File: config.mk
export PLATFORM = sky130hd
export DESIGN_NAME = dspp_top
export DESIGN_NICKNAME = d
export VERILOG_FILES = /design/src/rtl/dspp_pkg.sv /design/src/rtl/dspp_top.sv
export SDC_FILE = /design/constraint.sdc
export NUM_CORES = 1
export LEC_CHECK = 0
export BUFFER_PORTS_ARGS = -buffer_cell sky130_fd_sc_hd__buf_2
export CORE_AREA = 10 10 171 173
export CTS_CLUSTER_SIZE = 20
export DETAILED_ROUTE_END_ITERATION = 8
export DIE_AREA = 0 0 181 183
export HOLD_SLACK_MARGIN = 0.1
export PLACE_DENSITY = 0.79
export SLEW_MARGIN = 15
export SYNTH_ARGS = -nofsm -noshare
export SYNTH_HDL_FRONTEND = slang
export SYNTH_SLANG_ARGS = --single-unit
File: constraint.sdc
create_clock -name clock -period 4.3 [get_ports clock]
set_clock_uncertainty 0.05 [all_clocks]
set_input_delay 0.43 -clock clock [delete_from_list [all_inputs] [get_ports clock]]
set_output_delay 0.43 -clock clock [all_outputs]
set_load 0.005 [all_outputs]
File: src/rtl/dspp_pkg.sv
package dspp_pkg;
    // register map of the two ports
    localparam logic [7:0] ADDR_CTL_A = 8'h0a;
    localparam logic [7:0] ADDR_STS_A = 8'h0b;
    localparam logic [7:0] ADDR_DAT_A = 8'h0c;
    localparam logic [7:0] ADDR_CTL_B = 8'h0d;
    localparam logic [7:0] ADDR_STS_B = 8'h0e;
    localparam logic [7:0] ADDR_DAT_B = 8'h0f;
    // control field positions
    localparam int CTL_IRQ_EN = 7;
    localparam int CTL_PORT_ON = 6;
    localparam int CTL_ORDER = 5;
    localparam int CTL_ROLE = 4;
    localparam int CTL_RATE = 0;
    localparam logic [7:0] CTL_WMASK = 8'hf1;
    localparam logic [7:0] CTL_RESET = 8'h00;
    // status field positions
    localparam int STS_DONE = 7;
    localparam int STS_COLL = 6;
    localparam logic [7:0] DATA_RESET = 8'h00;
    // serial clock divisors of the processor clock
    localparam int DIV_FAST = 2;
    localparam int DIV_SLOW = 16;
    localparam logic [3:0] RELOAD_FAST = 4'(DIV_FAST / 2 - 1);
    localparam logic [3:0] RELOAD_SLOW = 4'(DIV_SLOW / 2 - 1);
    localparam logic [2:0] LAST_BIT = 3'h7;
    localparam int DATA_W = 8;
    localparam int FIFO_DEPTH = 8;

    typedef enum logic [1:0] {DSPP_SEL_CTL, DSPP_SEL_STS, DSPP_SEL_DAT, DSPP_SEL_NONE} dspp_sel_e;

    typedef struct packed {
        logic wr;
        logic rd;
        dspp_sel_e sel;
        logic [7:0] wdata;
    } dspp_acc_s;

    typedef struct packed {
        logic takeover;
        logic sclk_out;
        logic sclk_oe;
        logic sdo_out;
        logic sdo_oe;
    } dspp_pin_s;

    typedef struct packed {
        logic valid;
        logic [7:0] data;
    } dspp_rx_s;
endpackage : dspp_pkg

File: src/rtl/dspp_top.sv
// Function
// RL1 - two independent ports, each with own registers and pins
// RL2 - port on takes lowest three pins as serial in, out and clock
// RL3 - clock pin driven in master role, input in slave role
// RL4 - order bit set shifts lsb first, clear shifts msb first
// RL5 - master write to shift data starts transfer and clock; here dropped while the receive fifo is full
// RL6 - input bits shift in while output bits shift out
// RL7 - after eight bits the clock stops and done flag sets
// RL8 - done flag with interrupt enable raises interrupt request; here a master port raises none in stop mode
// RL9 - slave completes in stop mode and its interrupt wakes device
// RL10 - writes to shift data ignored while done flag is one; here taken once a status read with done set has armed the clear
// RL11 - rate bit sets master clock; slave uses pin clock only
// RL12 - three-bit pulse counter overflow sets done flag
// RL13 - output changes on falling edge, input sampled on rising edge
// RL14 - received byte replaces sent byte; one completion flag only
// RL15 - outside logic should hold clock line high before port on
// RL16 - one byte per transfer over exactly eight master pulses
// RL17 - master bit rate at most half the processor clock
// RL18 - external master clock no faster than processor clock
// RL19 - rate zero divides by two, rate one divides by sixteen
// RL20 - data access while busy sets collision, write dropped, no interrupt
// RL21 - status read with done set then data access clears both flags
// RL22 - port off resets control logic and releases pins
// RL23 - master holds clock high while idle
`timescale 1ns/100ps

module dspp_fifo #(
    parameter int WIDTH = 8,
    parameter int DEPTH = 8
) (
    input wire logic clock,
    input wire logic rst,
    input wire logic in_valid,
    output logic in_ready,
    input wire logic [WIDTH-1:0] in_data,
    output logic out_valid,
    input wire logic out_ready,
    output logic [WIDTH-1:0] out_data
);
    localparam int AW = $clog2(DEPTH);
    logic [WIDTH-1:0] mem_reg [DEPTH];
    logic [AW-1:0] wr_idx_reg;
    logic [AW-1:0] rd_idx_reg;
    logic [AW:0] count_reg;
    logic push;
    logic pop;

    // output stage counts toward the depth
    assign in_ready = (count_reg + (AW+1)'(out_valid)) != (AW+1)'(DEPTH);
    assign push = in_valid && in_ready;
    assign pop = (count_reg != '0) && (!out_valid || out_ready);

    always_ff @(posedge clock) begin
        if (push) begin
            mem_reg[wr_idx_reg] <= in_data;
        end
    end

    always_ff @(posedge clock or posedge rst) begin
        if (rst) begin
            wr_idx_reg <= '0;
            rd_idx_reg <= '0;
            count_reg <= '0;
        end else begin
            if (push) begin
                wr_idx_reg <= (wr_idx_reg == AW'(DEPTH - 1)) ? '0 : wr_idx_reg + 1'b1;
            end
            if (pop) begin
                rd_idx_reg <= (rd_idx_reg == AW'(DEPTH - 1)) ? '0 : rd_idx_reg + 1'b1;
            end
            count_reg <= count_reg + (AW+1)'(push) - (AW+1)'(pop);
        end
    end

    // output stage so the consumer sees flops
    always_ff @(posedge clock or posedge rst) begin
        if (rst) begin
            out_valid <= 1'b0;
            out_data <= '0;
        end else if (pop) begin
            out_valid <= 1'b1;
            out_data <= mem_reg[rd_idx_reg];
        end else if (out_ready) begin
            out_valid <= 1'b0;
        end
    end
endmodule : dspp_fifo

module dspp_port (
    input wire logic clock,
    input wire logic rst,
    input dspp_pkg::dspp_acc_s acc,
    output logic [7:0] rdata,
    input wire logic stop_mode,
    input wire logic sdi_pin,
    input wire logic sclk_pin,
    output dspp_pkg::dspp_pin_s pins,
    output logic irq,
    output dspp_pkg::dspp_rx_s rx,
    input wire logic rx_ready
);
    logic [7:0] ctl_reg;
    logic [7:0] shift_reg;
    logic [7:0] rx_reg;
    logic done_reg;
    logic coll_reg;
    logic armed_reg;
    logic busy_reg;
    logic run_reg;
    logic sclk_reg;
    logic sdo_reg;
    logic sclk_oe_reg;
    logic sdo_oe_reg;
    logic take_reg;
    logic irq_reg;
    logic [2:0] tx_cnt_reg;
    logic [2:0] rx_cnt_reg;
    logic [3:0] half_cnt_reg;
    logic [1:0] rise_pipe_reg;
    logic [2:0] sdi_sync_reg;
    logic [2:0] sck_sync_reg;
    logic [7:0] rx_next;
    logic on;
    logic master;
    logic lsb_first;
    logic dat_acc;
    logic wr_ok;
    logic start;
    logic m_tick;
    logic m_fall;
    logic m_rise;
    logic s_fall;
    logic s_rise;
    logic fall_ev;
    logic samp_ev;
    logic set_done;
    logic fifo_ready;

    assign on = ctl_reg[dspp_pkg::CTL_PORT_ON];
    assign master = ctl_reg[dspp_pkg::CTL_ROLE];
    assign lsb_first = ctl_reg[dspp_pkg::CTL_ORDER];
    assign dat_acc = (acc.wr || acc.rd) && acc.sel == dspp_pkg::DSPP_SEL_DAT;
    assign wr_ok = acc.wr && acc.sel == dspp_pkg::DSPP_SEL_DAT && !busy_reg
        && (!done_reg || armed_reg) && (fifo_ready || !(on && master)); // RL10 RL20
    assign start = wr_ok && on && master; // RL5
    assign m_tick = on && master && run_reg && half_cnt_reg == 4'h0;
    assign m_fall = m_tick && sclk_reg;
    assign m_rise = m_tick && !sclk_reg;
    // edge detect looks only past the first sync stage
    assign s_fall = on && !master && !done_reg && sck_sync_reg[2] && !sck_sync_reg[1]; // RL11
    assign s_rise = on && !master && busy_reg && !sck_sync_reg[2] && sck_sync_reg[1];
    assign fall_ev = m_fall || s_fall; // RL13
    assign samp_ev = (master ? rise_pipe_reg[1] : s_rise) && busy_reg; // RL13
    assign set_done = samp_ev && rx_cnt_reg == dspp_pkg::LAST_BIT; // RL12 RL16

    always_comb begin
        rx_next = rx_reg;
        rx_next[lsb_first ? rx_cnt_reg : 3'(3'h7 - rx_cnt_reg)] = sdi_sync_reg[1]; // RL4 RL6
    end

    always_comb begin
        unique case (acc.sel)
            dspp_pkg::DSPP_SEL_CTL: rdata = ctl_reg;
            dspp_pkg::DSPP_SEL_STS: rdata = {done_reg, coll_reg, 6'h00}; // RL14
            dspp_pkg::DSPP_SEL_DAT: rdata = shift_reg;
            dspp_pkg::DSPP_SEL_NONE: rdata = 8'h00;
        endcase
    end

    always_ff @(posedge clock or posedge rst) begin
        if (rst) begin
            sdi_sync_reg <= 3'h0;
            sck_sync_reg <= 3'h7;
        end else begin
            sdi_sync_reg <= {sdi_sync_reg[1:0], sdi_pin};
            sck_sync_reg <= {sck_sync_reg[1:0], sclk_pin};
        end
    end

    always_ff @(posedge clock or posedge rst) begin
        if (rst) begin
            ctl_reg <= dspp_pkg::CTL_RESET;
        end else if (acc.wr && acc.sel == dspp_pkg::DSPP_SEL_CTL) begin
            ctl_reg <= acc.wdata & dspp_pkg::CTL_WMASK;
        end
    end

    // flags: a set in the same cycle as a clear wins
    always_ff @(posedge clock or posedge rst) begin
        if (rst) begin
            done_reg <= 1'b0;
            coll_reg <= 1'b0;
            armed_reg <= 1'b0;
        end else if (!on) begin
            done_reg <= 1'b0; // RL22
            coll_reg <= 1'b0;
            armed_reg <= 1'b0;
        end else begin
            if (set_done) begin
                done_reg <= 1'b1; // RL7
            end else if (armed_reg && dat_acc) begin
                done_reg <= 1'b0; // RL21
            end
            if (busy_reg && dat_acc) begin
                coll_reg <= 1'b1; // RL20
            end else if (armed_reg && dat_acc) begin
                coll_reg <= 1'b0; // RL21
            end
            if (acc.rd && acc.sel == dspp_pkg::DSPP_SEL_STS && done_reg) begin
                armed_reg <= 1'b1;
            end else if (dat_acc) begin
                armed_reg <= 1'b0;
            end
        end
    end

    always_ff @(posedge clock or posedge rst) begin
        if (rst) begin
            shift_reg <= dspp_pkg::DATA_RESET;
        end else if (wr_ok) begin
            shift_reg <= acc.wdata;
        end else if (set_done) begin
            shift_reg <= rx_next; // RL14
        end
    end

    always_ff @(posedge clock or posedge rst) begin
        if (rst) begin
            busy_reg <= 1'b0;
            run_reg <= 1'b0;
            tx_cnt_reg <= 3'h0;
            rx_cnt_reg <= 3'h0;
            rx_reg <= 8'h00;
            rise_pipe_reg <= 2'h0;
        end else if (!on) begin
            busy_reg <= 1'b0; // RL22
            run_reg <= 1'b0;
            tx_cnt_reg <= 3'h0;
            rx_cnt_reg <= 3'h0;
            rise_pipe_reg <= 2'h0;
        end else begin
            // master samples after the input sync delay
            rise_pipe_reg <= {rise_pipe_reg[0], m_rise};
            if (start || s_fall) begin
                busy_reg <= 1'b1;
            end else if (set_done) begin
                busy_reg <= 1'b0;
            end
            if (start) begin
                run_reg <= 1'b1;
            end else if (m_rise && tx_cnt_reg == 3'h0) begin
                run_reg <= 1'b0; // RL7 RL16
            end
            if (fall_ev) begin
                tx_cnt_reg <= tx_cnt_reg + 3'h1;
            end
            if (samp_ev) begin
                rx_cnt_reg <= rx_cnt_reg + 3'h1; // RL12
                rx_reg <= rx_next; // RL6
            end
        end
    end

    always_ff @(posedge clock or posedge rst) begin
        if (rst) begin
            half_cnt_reg <= 4'h0;
            sclk_reg <= 1'b1;
        end else if (!on || !master) begin
            half_cnt_reg <= 4'h0;
            sclk_reg <= 1'b1; // RL23
        end else if (start) begin
            half_cnt_reg <= 4'h0; // RL5
        end else if (m_tick) begin
            half_cnt_reg <= ctl_reg[dspp_pkg::CTL_RATE] ? dspp_pkg::RELOAD_SLOW
                : dspp_pkg::RELOAD_FAST; // RL11 RL17 RL19
            sclk_reg <= !sclk_reg;
        end else if (half_cnt_reg != 4'h0) begin
            half_cnt_reg <= half_cnt_reg - 4'h1;
        end
    end

    always_ff @(posedge clock or posedge rst) begin
        if (rst) begin
            sdo_reg <= 1'b0;
        end else if (fall_ev) begin
            sdo_reg <= shift_reg[lsb_first ? tx_cnt_reg : 3'(3'h7 - tx_cnt_reg)]; // RL4 RL13
        end
    end

    always_ff @(posedge clock or posedge rst) begin
        if (rst) begin
            sclk_oe_reg <= 1'b0;
            sdo_oe_reg <= 1'b0;
            take_reg <= 1'b0;
            irq_reg <= 1'b0;
        end else begin
            sclk_oe_reg <= on && master; // RL3
            sdo_oe_reg <= on; // RL2
            take_reg <= on; // RL2 RL22
            irq_reg <= done_reg && ctl_reg[dspp_pkg::CTL_IRQ_EN]
                && (!stop_mode || !master); // RL8 RL9
        end
    end

    dspp_fifo #(.WIDTH(dspp_pkg::DATA_W), .DEPTH(dspp_pkg::FIFO_DEPTH)) u_fifo (
        .clock(clock),
        .rst(rst),
        .in_valid(set_done),
        .in_ready(fifo_ready),
        .in_data(rx_next),
        .out_valid(rx.valid),
        .out_ready(rx_ready),
        .out_data(rx.data)
    );

    assign pins = '{take_reg, sclk_reg, sclk_oe_reg, sdo_reg, sdo_oe_reg};
    assign irq = irq_reg;
endmodule : dspp_port

module dspp_top (
    input wire logic clock,
    input wire logic rst,
    input wire logic [7:0] cpu_addr,
    input wire logic cpu_wr,
    input wire logic cpu_rd,
    input wire logic [7:0] cpu_wdata,
    output logic [7:0] cpu_rdata,
    input wire logic stop_mode,
    input wire logic sdi_a,
    input wire logic sclk_in_a,
    output dspp_pkg::dspp_pin_s pins_a,
    output logic irq_a,
    output dspp_pkg::dspp_rx_s rx_a,
    input wire logic rx_ready_a,
    input wire logic sdi_b,
    input wire logic sclk_in_b,
    output dspp_pkg::dspp_pin_s pins_b,
    output logic irq_b,
    output dspp_pkg::dspp_rx_s rx_b,
    input wire logic rx_ready_b
);
    dspp_pkg::dspp_acc_s acc_a;
    dspp_pkg::dspp_acc_s acc_b;
    logic [7:0] rdata_a;
    logic [7:0] rdata_b;
    logic [7:0] rdata_reg;

    always_comb begin
        acc_a = '{cpu_wr, cpu_rd, dspp_pkg::DSPP_SEL_NONE, cpu_wdata};
        acc_b = '{cpu_wr, cpu_rd, dspp_pkg::DSPP_SEL_NONE, cpu_wdata};
        case (cpu_addr)
            dspp_pkg::ADDR_CTL_A: acc_a.sel = dspp_pkg::DSPP_SEL_CTL;
            dspp_pkg::ADDR_STS_A: acc_a.sel = dspp_pkg::DSPP_SEL_STS;
            dspp_pkg::ADDR_DAT_A: acc_a.sel = dspp_pkg::DSPP_SEL_DAT;
            dspp_pkg::ADDR_CTL_B: acc_b.sel = dspp_pkg::DSPP_SEL_CTL;
            dspp_pkg::ADDR_STS_B: acc_b.sel = dspp_pkg::DSPP_SEL_STS;
            dspp_pkg::ADDR_DAT_B: acc_b.sel = dspp_pkg::DSPP_SEL_DAT;
            default: acc_a.sel = dspp_pkg::DSPP_SEL_NONE;
        endcase
    end

    // unmapped reads return zero
    always_ff @(posedge clock or posedge rst) begin
        if (rst) begin
            rdata_reg <= 8'h00;
        end else if (cpu_rd) begin
            rdata_reg <= rdata_a | rdata_b;
        end
    end
    assign cpu_rdata = rdata_reg;

    dspp_port u_port_a ( // RL1
        .clock(clock),
        .rst(rst),
        .acc(acc_a),
        .rdata(rdata_a),
        .stop_mode(stop_mode),
        .sdi_pin(sdi_a),
        .sclk_pin(sclk_in_a),
        .pins(pins_a),
        .irq(irq_a),
        .rx(rx_a),
        .rx_ready(rx_ready_a)
    );

    dspp_port u_port_b ( // RL1
        .clock(clock),
        .rst(rst),
        .acc(acc_b),
        .rdata(rdata_b),
        .stop_mode(stop_mode),
        .sdi_pin(sdi_b),
        .sclk_pin(sclk_in_b),
        .pins(pins_b),
        .irq(irq_b),
        .rx(rx_b),
        .rx_ready(rx_ready_b)
    );
endmodule : dspp_top

==> out/qor.yml, run 1 <==
route:
  via_per_inst: 5.73
  first_pass_iters: 5
  postRouteAntennaNets: 0
  wl_per_cell_um: 18.9
  num_vias: 8175
  remaining_drc_errors: 0
  wl_um: 26900
  drt_iter0_drc: 657
layout:
  final_common_cell: "dfrtp_1"
  fin_util_pct: 55.8
  design_area_um2: 14400
  syn_to_final_growth_pct: 12.4
  fill_cells: 2005
  multi_input_area_um2: 4870
  num_antenna_cells: 0
  fin_nets: 1133
  regArea_um2: 7410
  drive_above_1_share_pct: 20.1
  final_cell_mix: "132 x dfrtp_1, 128 x edfxtp_1, 81 x nor2_1, 67 x nand2_1, 64 x buf_2"
place:
  io_buffers: 64
  hpwlAfterDp_um: 18100
  placed_cell_area_um2: 13300
  routabilityCongestion: 0.836
  pre_cts_ws_ns: 1.09
setup_path:
  cp_slowest_cell: "a2111oi_2"
  start_kind: "register"
  critPathRequiredTime_ns: 4.71
  slowest_delay_ns: 0.60
  crit_end: "u_port_b.u_fifo.count_reg[3]"
  reg2reg_depth: 11
  critPathMostFrequentCell: "ha_1"
  cp-startpoint: "u_port_b.u_fifo.out_valid"
  critical_path_class: "reg2reg"
  cp-end-kind: "register"
  cp_max_fo: 8
  r2r-end: "u_port_b.u_fifo.count_reg[3]"
  reg2reg_from: "u_port_b.u_fifo.out_valid"
  cp_cell_sequence: "ha_1 > ha_1 > xor2_1 > a2111oi_2 > or2_1 > ha_1 > inv_1 > ha_1 > a21o_1 > a21oi_1 > xor2_1"
  arrival_ns: 3.68
  reg2reg_slack_ns: 1.03
clocking:
  cts_tree: "yes"
  clk_latency_ns: 0.54
  cts_resized: 0
  clockRootBuffer: "clkbuf_16"
  clockBufferDepth: 3
  cts_setup_buffers: 0
  cts_made_buffers: 27
  htree_levels: 1
  path_clk_slew_ns: 0.07
  cts.sinks: 270
global_routing:
  globalRouteOverflowTotal: 0
  grt_usage_pct: 16.0
  grt_pass1_vias: 8226
  antenna_found_initial: 0
  grt_pass1_wl_um: 44200
  grt_max_degree: 102
floorplanning:
  start_util_pct: 49.7
  die_area_um2: 33100
  die_x_um: 181
  core_um2: 25800
  die_y_um: 183
  io_pins: 65
  num_rows: 59
logic_synthesis:
  post_synth.cell_area_avg_um2: 12.5
  ys_types: 80
  synth_cells: 1022
  synth-seq-cells: 270
  ys.flop_type: "dfrtp_1"
  ys_seq_area_share_pct: 57.9
  synth_edf_count: 128
  async_reset_ff_share_pct: 52.6
  syn-num-nets: 1085
  synth_top_area_share_pct: 30.0
  synth_area_leaders: "edfxtp_1 30%, dfrtp_1 26%, mux4_2 6.2%"
  synthesis.area_um2: 12800
  synth.largest_area_cell: "edfxtp_1"
  yosys_warnings: 0
sta:
  fin_crit_ns: 3.27
  fmax_mhz: 306
  setup_tns_ns: 0
  final-setup-viol-count: 0
  setup_ws_ns: 1.03
  tightest_slew_ns: 0.949
  period_share_pct: 76.0
  final_max_slew_viol_count: 0
  rsz0062_at_grt: "false"
  hold-worst-slack_ns: 0.133
  hold_viol: 0
  relSlewSlack_pct: 36.8
status:
  outcome: "finished clean"
power:
  cellLeakagePower_uw: 0.00577
  irDropWorstVdd_uv: 251
  power_density_nw_per_um2: 535
hold_path:
  min_path_type: "in2reg"
flow_run:
  cap_violations: 0
[kinds of logic (layout without fill, tap and decap cells)]
kind of cell             count (synthesis)  count (layout)  share of synthesized area [%]
AO/OA/AOI/OAI                          189             189                           9.58
XOR/XNOR                                11              11                          0.753
adder cells (fa/ha/maj)                 36              36                           3.64
buffers and inverters                  116             185                           4.12
flip-flops                             270             270                           57.9
multiplexers                            90              90                           10.8
AND/OR/NAND/NOR                        310             310                           13.2
[repair_timing]
action,4_1_cts,5_1_grt
endpoints found under the setup margin,0,0
hold buffers,9,0
hold endpoints to repair,22,0
[per-stage QoR]
stage	total power [µW]	instances
after floorplan	4700	1022
after global placement	5050	1367
after detailed placement	5150	1367
after CTS	7770	1426
after global routing	8120	1426
final	7700	1426
[worst max-delay path: cells and delay by family (launching register included)]
family,cells,cell delay (ns)
xor+xnor,2,0.33
simple gates,1,0.40
compound gates,3,0.96
flops,1,0.41
buf+inv,1,0.06
fa+ha+maj,4,0.98
[area by class of cell]
cell class	instances	area share, %
multi-input cells	636	33.9
clock buffers	32	4.90
clock inverters	18	1.97
inverters	49	1.31
well taps	335	2.91
flip-flops and latches	270	51.5
repair buffers	86	3.53
[synthesized netlist by cell type (all sizes together), types with 21 or more instances]
cell type,count
mux2,26
mux2i,29
ha,34
a21oi,56
edfxtp,128
buf,40
nor2,82
nand2,71
inv,49
o21ai,35
mux4,35
dfrtp,134
nor3,21
clkbuf,27
[metal layers]
layer,up-vias,share of wire [%],GRT usage (%)
li1,3835,-,-
met1,4052,45,22.1
met2,249,46,25.2
met3,39,6.4,3.09
met4,0,2.1,4.91
met5,-,0,0
[power by group]
group	switching (µW)	total (µW)	leakage (µW)	internal, µW
Sequential	481	3540	0.00289	3060
Clock	1010	2610	0.000466	1600
Combinational	737	1550	0.00241	813
Total	2230	7700	0.00577	5470
[how the worst min path moves through the flow]
stage	start	endpoint	slack, ns	cells after the start
3_3_place_gp	u_port_b.sdi_sync_reg[0]	u_port_b.sdi_sync_reg[1]	0.29	0
6_report	cpu_wdata[2]	u_port_a.shift_reg[2]	0.13	2
2_1_floorplan	u_port_a.sdi_sync_reg[0]	u_port_a.sdi_sync_reg[1]	0.28	0
4_1_cts	cpu_wdata[2]	u_port_a.shift_reg[2]	0.11	2
5_1_grt	cpu_wdata[2]	u_port_a.shift_reg[2]	0.13	2
3_5_place_dp	u_port_b.sdi_sync_reg[0]	u_port_b.sdi_sync_reg[1]	0.29	0
Note: power is estimated with default switching activity, not from simulation.
==> run 2: changes to the inputs <==
Settings changed: ABC_AREA set to 1, PLACE_DENSITY 0.79 to 0.77.
Clock period 4.3 ns to 3.35 ns, I/O delays scaled along.
==> out/qor.yml, run 2 <==
status:
  outcome: "finished clean"
clocking:
  cts_tree: "yes"
  clk_latency_ns: 0.53  # about the same
  htree_levels: 1  # unchanged
  cts_made_buffers: 28  # +3.7%
  cts_resized: 0  # unchanged
  clockRootBuffer: "clkbuf_16"
  cts.sinks: 270  # unchanged
  path_clk_slew_ns: 0.06  # about the same
  cts_setup_buffers: 0  # unchanged
  clockBufferDepth: 3  # unchanged
power:
  clockPowerShare_pct: 27.7  # -6.2 points
  switching_share_pct: 34.9  # +5.9 points
  seqPwrFrac_pct: 42.3  # -3.7 points
  p_int_uw: 6960  # +27%
  p_sw_uw: 3730  # +67%
  cellLeakagePower_uw: 0.00649  # +13%
  power_density_nw_per_um2: 745  # +39%
  irDropWorstVdd_uv: 383  # +53%
  p_comb_share_pct: 30.0  # +9.9 points
global_routing:
  grt_pass1_vias: 9208  # +12%
  grt_usage_pct: 16.4  # +0.41 points
  globalRouteOverflowTotal: 0  # unchanged
  grt_max_degree: 54  # -47%
  antenna_found_initial: 0  # unchanged
  grt_pass1_wl_um: 45900  # +3.9%
sta:
  final-setup-viol-count: 0  # unchanged
  hold_viol: 0  # unchanged
  tightest_slew_ns: 1.02  # +0.0704 ns
  final_max_slew_viol_count: 0  # unchanged
  relSlewSlack_pct: 32.1  # -4.7 points
  setup_ws_ns: 0.517  # -0.514 ns
  fin_crit_ns: 2.83  # -0.436 ns
  hold-worst-slack_ns: 0.147  # +0.0138 ns
  setup_tns_ns: 0  # unchanged
  period_share_pct: 84.6  # +8.5 points
  fmax_mhz: 353  # +15%
  rsz0062_at_grt: "false"
flow_run:
  cap_violations: 0  # unchanged
route:
  remaining_drc_errors: 0  # unchanged
  via_per_inst: 5.35  # -6.6%
  num_vias: 9445  # +16%
  wl_um: 27900  # +3.7%
  wl_per_cell_um: 15.8  # -16%
  first_pass_iters: 5  # unchanged
  wl_met1_um: 12500  # +3.2%
  postRouteAntennaNets: 0  # unchanged
  drt_iter0_drc: 698  # +6.2%
  top_layer: "met4"
  route.met3.wl_um: 1840  # +7.5%
  wl_met2_um: 13000  # +4.1%
logic_synthesis:
  synth-seq-cells: 270  # unchanged
  async_reset_ff_share_pct: 52.6  # unchanged
  synth_area_leaders: "edfxtp_1 30%, dfrtp_1 26%, nand2_1 7.5%"
  synthesis.area_um2: 12700  # -0.52%
  ys.flop_type: "dfrtp_1"
  ys_seq_area_share_pct: 58.2  # +0.30 points
  yosys_warnings: 0  # unchanged
  ys_types: 45  # -44%
  synth.largest_area_cell: "edfxtp_1"
  synth_commonest_cells: "254 x nand2_1, 153 x inv_1, 144 x nor2_1, 134 x dfrtp_1, 134 x nand3_1"
  synth_edf_count: 128  # unchanged
  syn-num-nets: 1397  # +29%
  synth.most_common_cell: "nand2_1"
  post_synth.cell_area_avg_um2: 9.54  # -24%
  synth_top_area_share_pct: 30.2  # +0.16 points
  synth_cells: 1334  # +31%
floorplanning:
  io_pins: 65  # unchanged
  die_area_um2: 33100  # unchanged
  die_y_um: 183  # unchanged
  die_x_um: 181  # unchanged
  core_um2: 25800  # unchanged
  num_rows: 59  # unchanged
  start_util_pct: 49.4  # -0.26 points
setup_path:
  start_kind: "register"
  cp_cell_sequence: "ha_1 > ha_1 > or2_0 > nor2_1 > nand2_1 > nand4_1 > ha_1 > inv_1 > ha_1 > inv_1 > fa_1 > xnor2_1"
  cp-end-kind: "register"
  critPathRequiredTime_ns: 3.72  # -0.99 ns
  cp_slowest_cell: "dfrtp_1"
  arrival_ns: 3.20  # -0.48 ns
  critPathMostFrequentCell: "ha_1"
  critical_path_class: "reg2reg"
  slowest_delay_ns: 0.41  # -0.19 ns
  cp_max_fo: 3  # -5
layout:
  final_cells: 1764  # +24%
  drive_above_1_share_pct: 11.5  # -8.6 points
  final_cell_mix: "254 x nand2_1, 152 x inv_1, 144 x nor2_1, 134 x nand3_1, 134 x dfrtp_1"
  syn_to_final_growth_pct: 12.6
  fin_nets: 1469  # +30%
  fill_cells: 2202  # +9.8%
  final_common_cell: "nand2_1"
place:
  routabilityCongestion: 0.914  # +9.4%
  pre_cts_ws_ns: 0.538  # -0.549 ns
  hpwlAfterDp_um: 19400  # +7.2%
  dp_cells: 1698  # +24%
  io_buffers: 64  # unchanged
hold_path:
  min_path_type: "in2reg"
-- run 2: changes by cell type after synthesis, sizes merged, moves of 29 or more --
cell	delta
mux2i	-29
nor2	+70
o21ai	+96
mux4	-35
nand3	+117
nand2	+190
a21oi	-33
inv	+114
-- run 2: worst paths after layout --
path                       slack (ns)                          from                           end  cells past startpoint
setup reg to reg                 0.52  u_port_b.u_fifo.count_reg[0]  u_port_b.u_fifo.count_reg[2]                     12
hold reg to reg                  0.30      u_port_a.sdi_sync_reg[0]      u_port_a.sdi_sync_reg[1]                      0
max in group asynchronous        2.17                           rst   u_port_a.u_fifo.out_data[0]                      4
min in group asynchronous        0.26                           rst      u_port_a.half_cnt_reg[0]                      3
setup / recovery                 0.52  u_port_b.u_fifo.count_reg[0]  u_port_b.u_fifo.count_reg[2]                     12
hold / removal                   0.15                  cpu_wdata[3]         u_port_a.shift_reg[3]                      5
-- run 2: per-layer routing --
layer / global-route usage [%] / vias up
li1: - / 4605
met1: 22.3 / 4496
met2: 26.6 / 303
met3: 2.93 / 41
met4: 4.85 / 0
met5: 0 / -
-- run 2: per-stage QoR --
step                utilization (%)  area [µm²]  total power [µW]
floorplan                         -       12700              6810
global placement               51.7       13300              7590
detailed placement             51.7       13300              7750
CTS                            55.6       14300             10700
global route                   55.6       14300             11400
finish                         55.7       14300             10700
-- run 2: power groups by stage --
stage	registers [µW]	logic [µW]	clock network [µW]
floorplan	4430	2390	0
global placement	4550	3040	0
detailed placement	4570	3180	0
CTS	4520	3220	3010
global route	4590	3660	3160
finish	4520	3200	2960
-- run 2: kinds of logic (layout without fill, tap and decap cells) --
kind of cell / Yosys count / in the layout / synth area share, %
DFF: 270 / 270 / 58.2
AOI/OAI and AO/OA: 199 / 199 / 8.87
xor gates and xnor gates: 24 / 24 / 2.00
adders and majority gates: 36 / 36 / 3.66
buffers and inverters: 215 / 309 / 7.02
and+or+nand+nor: 590 / 590 / 20.3
other: 0 / 1 / 0
-- run 2: worst max-delay path: cells and delay by family, from the launching register on --
family                   cells  cell delay [ns]
adder cells (fa/ha/maj)      5             1.28
AND/OR/NAND/NOR              4             0.72
flip-flops                   1             0.41
XOR/XNOR                     1             0.14
buffers and inverters        2             0.12
-- run 2: repair_timing --
action	4_1_cts	5_1_grt
endpoints found under the setup margin	0	0
hold buffers	13	0
hold endpoints to repair	73	0
-- run 2: final cells by class --
class / count / area (µm²) / area share (%)
Tap cell: 335 / 419 / 2.92
Clock buffer: 42 / 805 / 5.61
Clock inverter: 10 / 75.1 / 0.524
Timing Repair Buffer: 91 / 568 / 3.96
Sequential cell: 270 / 7410 / 51.7
Multi-Input combinational cell: 849 / 4440 / 30.9
Inverter: 166 / 627 / 4.37
Antenna cell: 1 / 2.50 / 0.0175
==> run 3: changes to the inputs <==
Clock period 3.35 ns to 2.9 ns, I/O delays scaled along.
==> out/qor.yml, run 3 (synthesis gave the netlist of run 2 again) <==
status:
  outcome: "finished clean"
setup_path:
  critical_path_class: "reg2reg"
  cp-end-kind: "register"
  slowest_delay_ns: 0.41  # about the same
  arrival_ns: 3.09  # -0.11 ns
  cp_slowest_cell: "dfrtp_1"
  cp_max_fo: 3  # unchanged
  critPathMostFrequentCell: "ha_1"
  cp_cell_sequence: "ha_1 > ha_1 > or2_0 > nor2_2 > nand2_1 > nand4_1 > ha_1 > inv_1 > ha_1 > inv_1 > fa_1 > xnor2_1"
  start_kind: "register"
  critPathRequiredTime_ns: 3.28  # -0.44 ns
flow_run:
  cap_violations: 0  # unchanged
route:
  wl_um: 27800  # -0.14%
  first_pass_iters: 6  # +1
  wl_per_cell_um: 15.6  # -1.4%
  num_vias: 9472  # +0.29%
  remaining_drc_errors: 0  # unchanged
  via_per_inst: 5.30  # -0.95%
  postRouteAntennaNets: 0  # unchanged
  drt_iter0_drc: 817  # +17%
layout:
  fill_cells: 2159  # -2.0%
  fin_nets: 1493  # +1.6%
  syn_to_final_growth_pct: 14.5
  drive_above_1_share_pct: 13.2  # +1.7 points
  fin_util_pct: 56.6  # +0.93 points
  multi_input_area_um2: 4440  # about the same
  final_common_cell: "nand2_1"
  num_antenna_cells: 0  # -1
  design_area_um2: 14600  # +1.7%
  final_cells: 1786  # +1.2%
  final_cell_mix: "254 x nand2_1, 152 x inv_1, 143 x nor2_1, 134 x nand3_1, 134 x dfrtp_1"
  regArea_um2: 7410  # unchanged
place:
  placed_cell_area_um2: 13500  # +1.0%
  io_buffers: 64  # unchanged
  routabilityCongestion: 0.888  # -2.9%
  dp_cells: 1716  # +1.1%
  pre_cts_ws_ns: 0.109  # -0.429 ns
  hpwlAfterDp_um: 18900  # -2.4%
global_routing:
  busiest_layer: "met2"
  grt_pass1_wl_um: 46200  # +0.59%
  met2_usage_pct: 26.7  # +0.10 points
  grt_pass1_vias: 9223  # +0.16%
  antenna_found_initial: 0  # unchanged
  grt_usage_pct: 16.4  # -0.032 points
  global_route.usage.met1_pct: 22.4  # +0.12 points
  grt_use_met3_pct: 2.74  # -0.20 points
  grt_max_degree: 143  # +160%
  globalRouteOverflowTotal: 0  # unchanged
sta:
  tightest_slew_ns: 0.862  # -0.156 ns
  final-setup-viol-count: 0  # unchanged
  relSlewSlack_pct: 42.5  # +10 points
  fmax_mhz: 369  # +4.4%
  fin_crit_ns: 2.71  # -0.119 ns
  setup_ws_ns: 0.187  # -0.331 ns
  final_max_slew_viol_count: 0  # unchanged
  hold_viol: 0  # unchanged
  period_share_pct: 93.6  # +9.0 points
clocking:
  path_clk_slew_ns: 0.06  # about the same
  cts_made_buffers: 28  # unchanged
  clockBufferDepth: 3  # unchanged
  htree_levels: 1  # unchanged
  cts.sinks: 270  # unchanged
  clockRootBuffer: "clkbuf_16"
  clk_latency_ns: 0.54  # about the same
  cts_tree: "yes"
power:
  cellLeakagePower_uw: 0.00664  # +2.3%
  irDropWorstVdd_uv: 533  # +39%
  power_density_nw_per_um2: 863  # +16%
hold_path:
  min_path_type: "in2reg"
floorplanning:
  start_util_pct: 49.4  # unchanged
  die_area_um2: 33100  # unchanged
  die_y_um: 183  # unchanged
  io_pins: 65  # unchanged
  die_x_um: 181  # unchanged
  num_rows: 59  # unchanged
  core_um2: 25800  # unchanged
-- run 3: cell count changes in the layout (fill, tap and decap cells not counted), sizes merged --
cell / delta
bufinv: +2
diode: -1
dlygate4sd3: +3
clkinv: +1
inv: +1
buf: +21
clkinvlp: +2
clkbuf: -7
-- run 3: final cells by class --
cell class | instances | area share (%)
clock inverter | 16 | 1.12
sequential | 270 | 50.8
tap | 335 | 2.88
multi-input combinational | 849 | 30.4
clock buffer | 35 | 5.28
timing repair buffer | 115 | 5.18
inverter | 166 | 4.30
-- run 3: layer usage --
layer	vias up	part of all wire (%)
li1	4649	-
met1	4500	46
met2	274	47
met3	49	5.9
met4	0	2.0
met5	-	0
-- run 3: path summary, 6_finish.rpt --
path,start,to,slack [ns],cells after the start
max in group asynchronous,rst,u_port_b.u_fifo.out_data[6],1.75,4
hold / removal,rx_ready_a,u_port_a.u_fifo.out_valid,0.16,3
setup reg to reg,u_port_b.u_fifo.out_valid,u_port_b.u_fifo.count_reg[2],0.19,12
min in group asynchronous,rst,u_port_a.run_reg,0.46,4
setup / recovery,u_port_b.u_fifo.out_valid,u_port_b.u_fifo.count_reg[2],0.19,12
hold reg to reg,u_port_a.sdi_sync_reg[0],u_port_a.sdi_sync_reg[1],0.30,0
-- run 3: where the power goes --
part	internal, µW	leakage [µW]	switching, µW	total, µW
Combinational	1360	0.00332	2420	3770
Clock	2140	0.000449	1470	3610
Sequential	4730	0.00287	468	5200
-- run 3: through the flow --
| step | TNS, ns | power (µW) | hold WS (ns) |
|---|---|---|---|
| floorplan | 0 | 7870 | 0.244 |
| global placement | 0 | 8790 | 0.284 |
| detailed placement | 0 | 8980 | 0.286 |
| CTS | 0 | 12600 | 0.138 |
| global route | -0.00190 | 13500 | 0.196 |
| finish | 0 | 12600 | 0.161 |
-- run 3: worst max-delay path: cells and delay by family (launching register included) --
kind | cells | cell delay [ns]
buffers and inverters | 2 | 0.12
XOR/XNOR | 1 | 0.13
flip-flops | 1 | 0.41
AND/OR/NAND/NOR | 4 | 0.60
adder cells (fa/ha/maj) | 5 | 1.28
-- run 3: what timing repair did --
item | CTS | global route
gates resized for setup | 0 | 1
setup endpoints to repair | 0 | 2
endpoints found under the hold margin | 161 | 0
hold buffers | 16 | 0
buffers inserted | 0 | 3
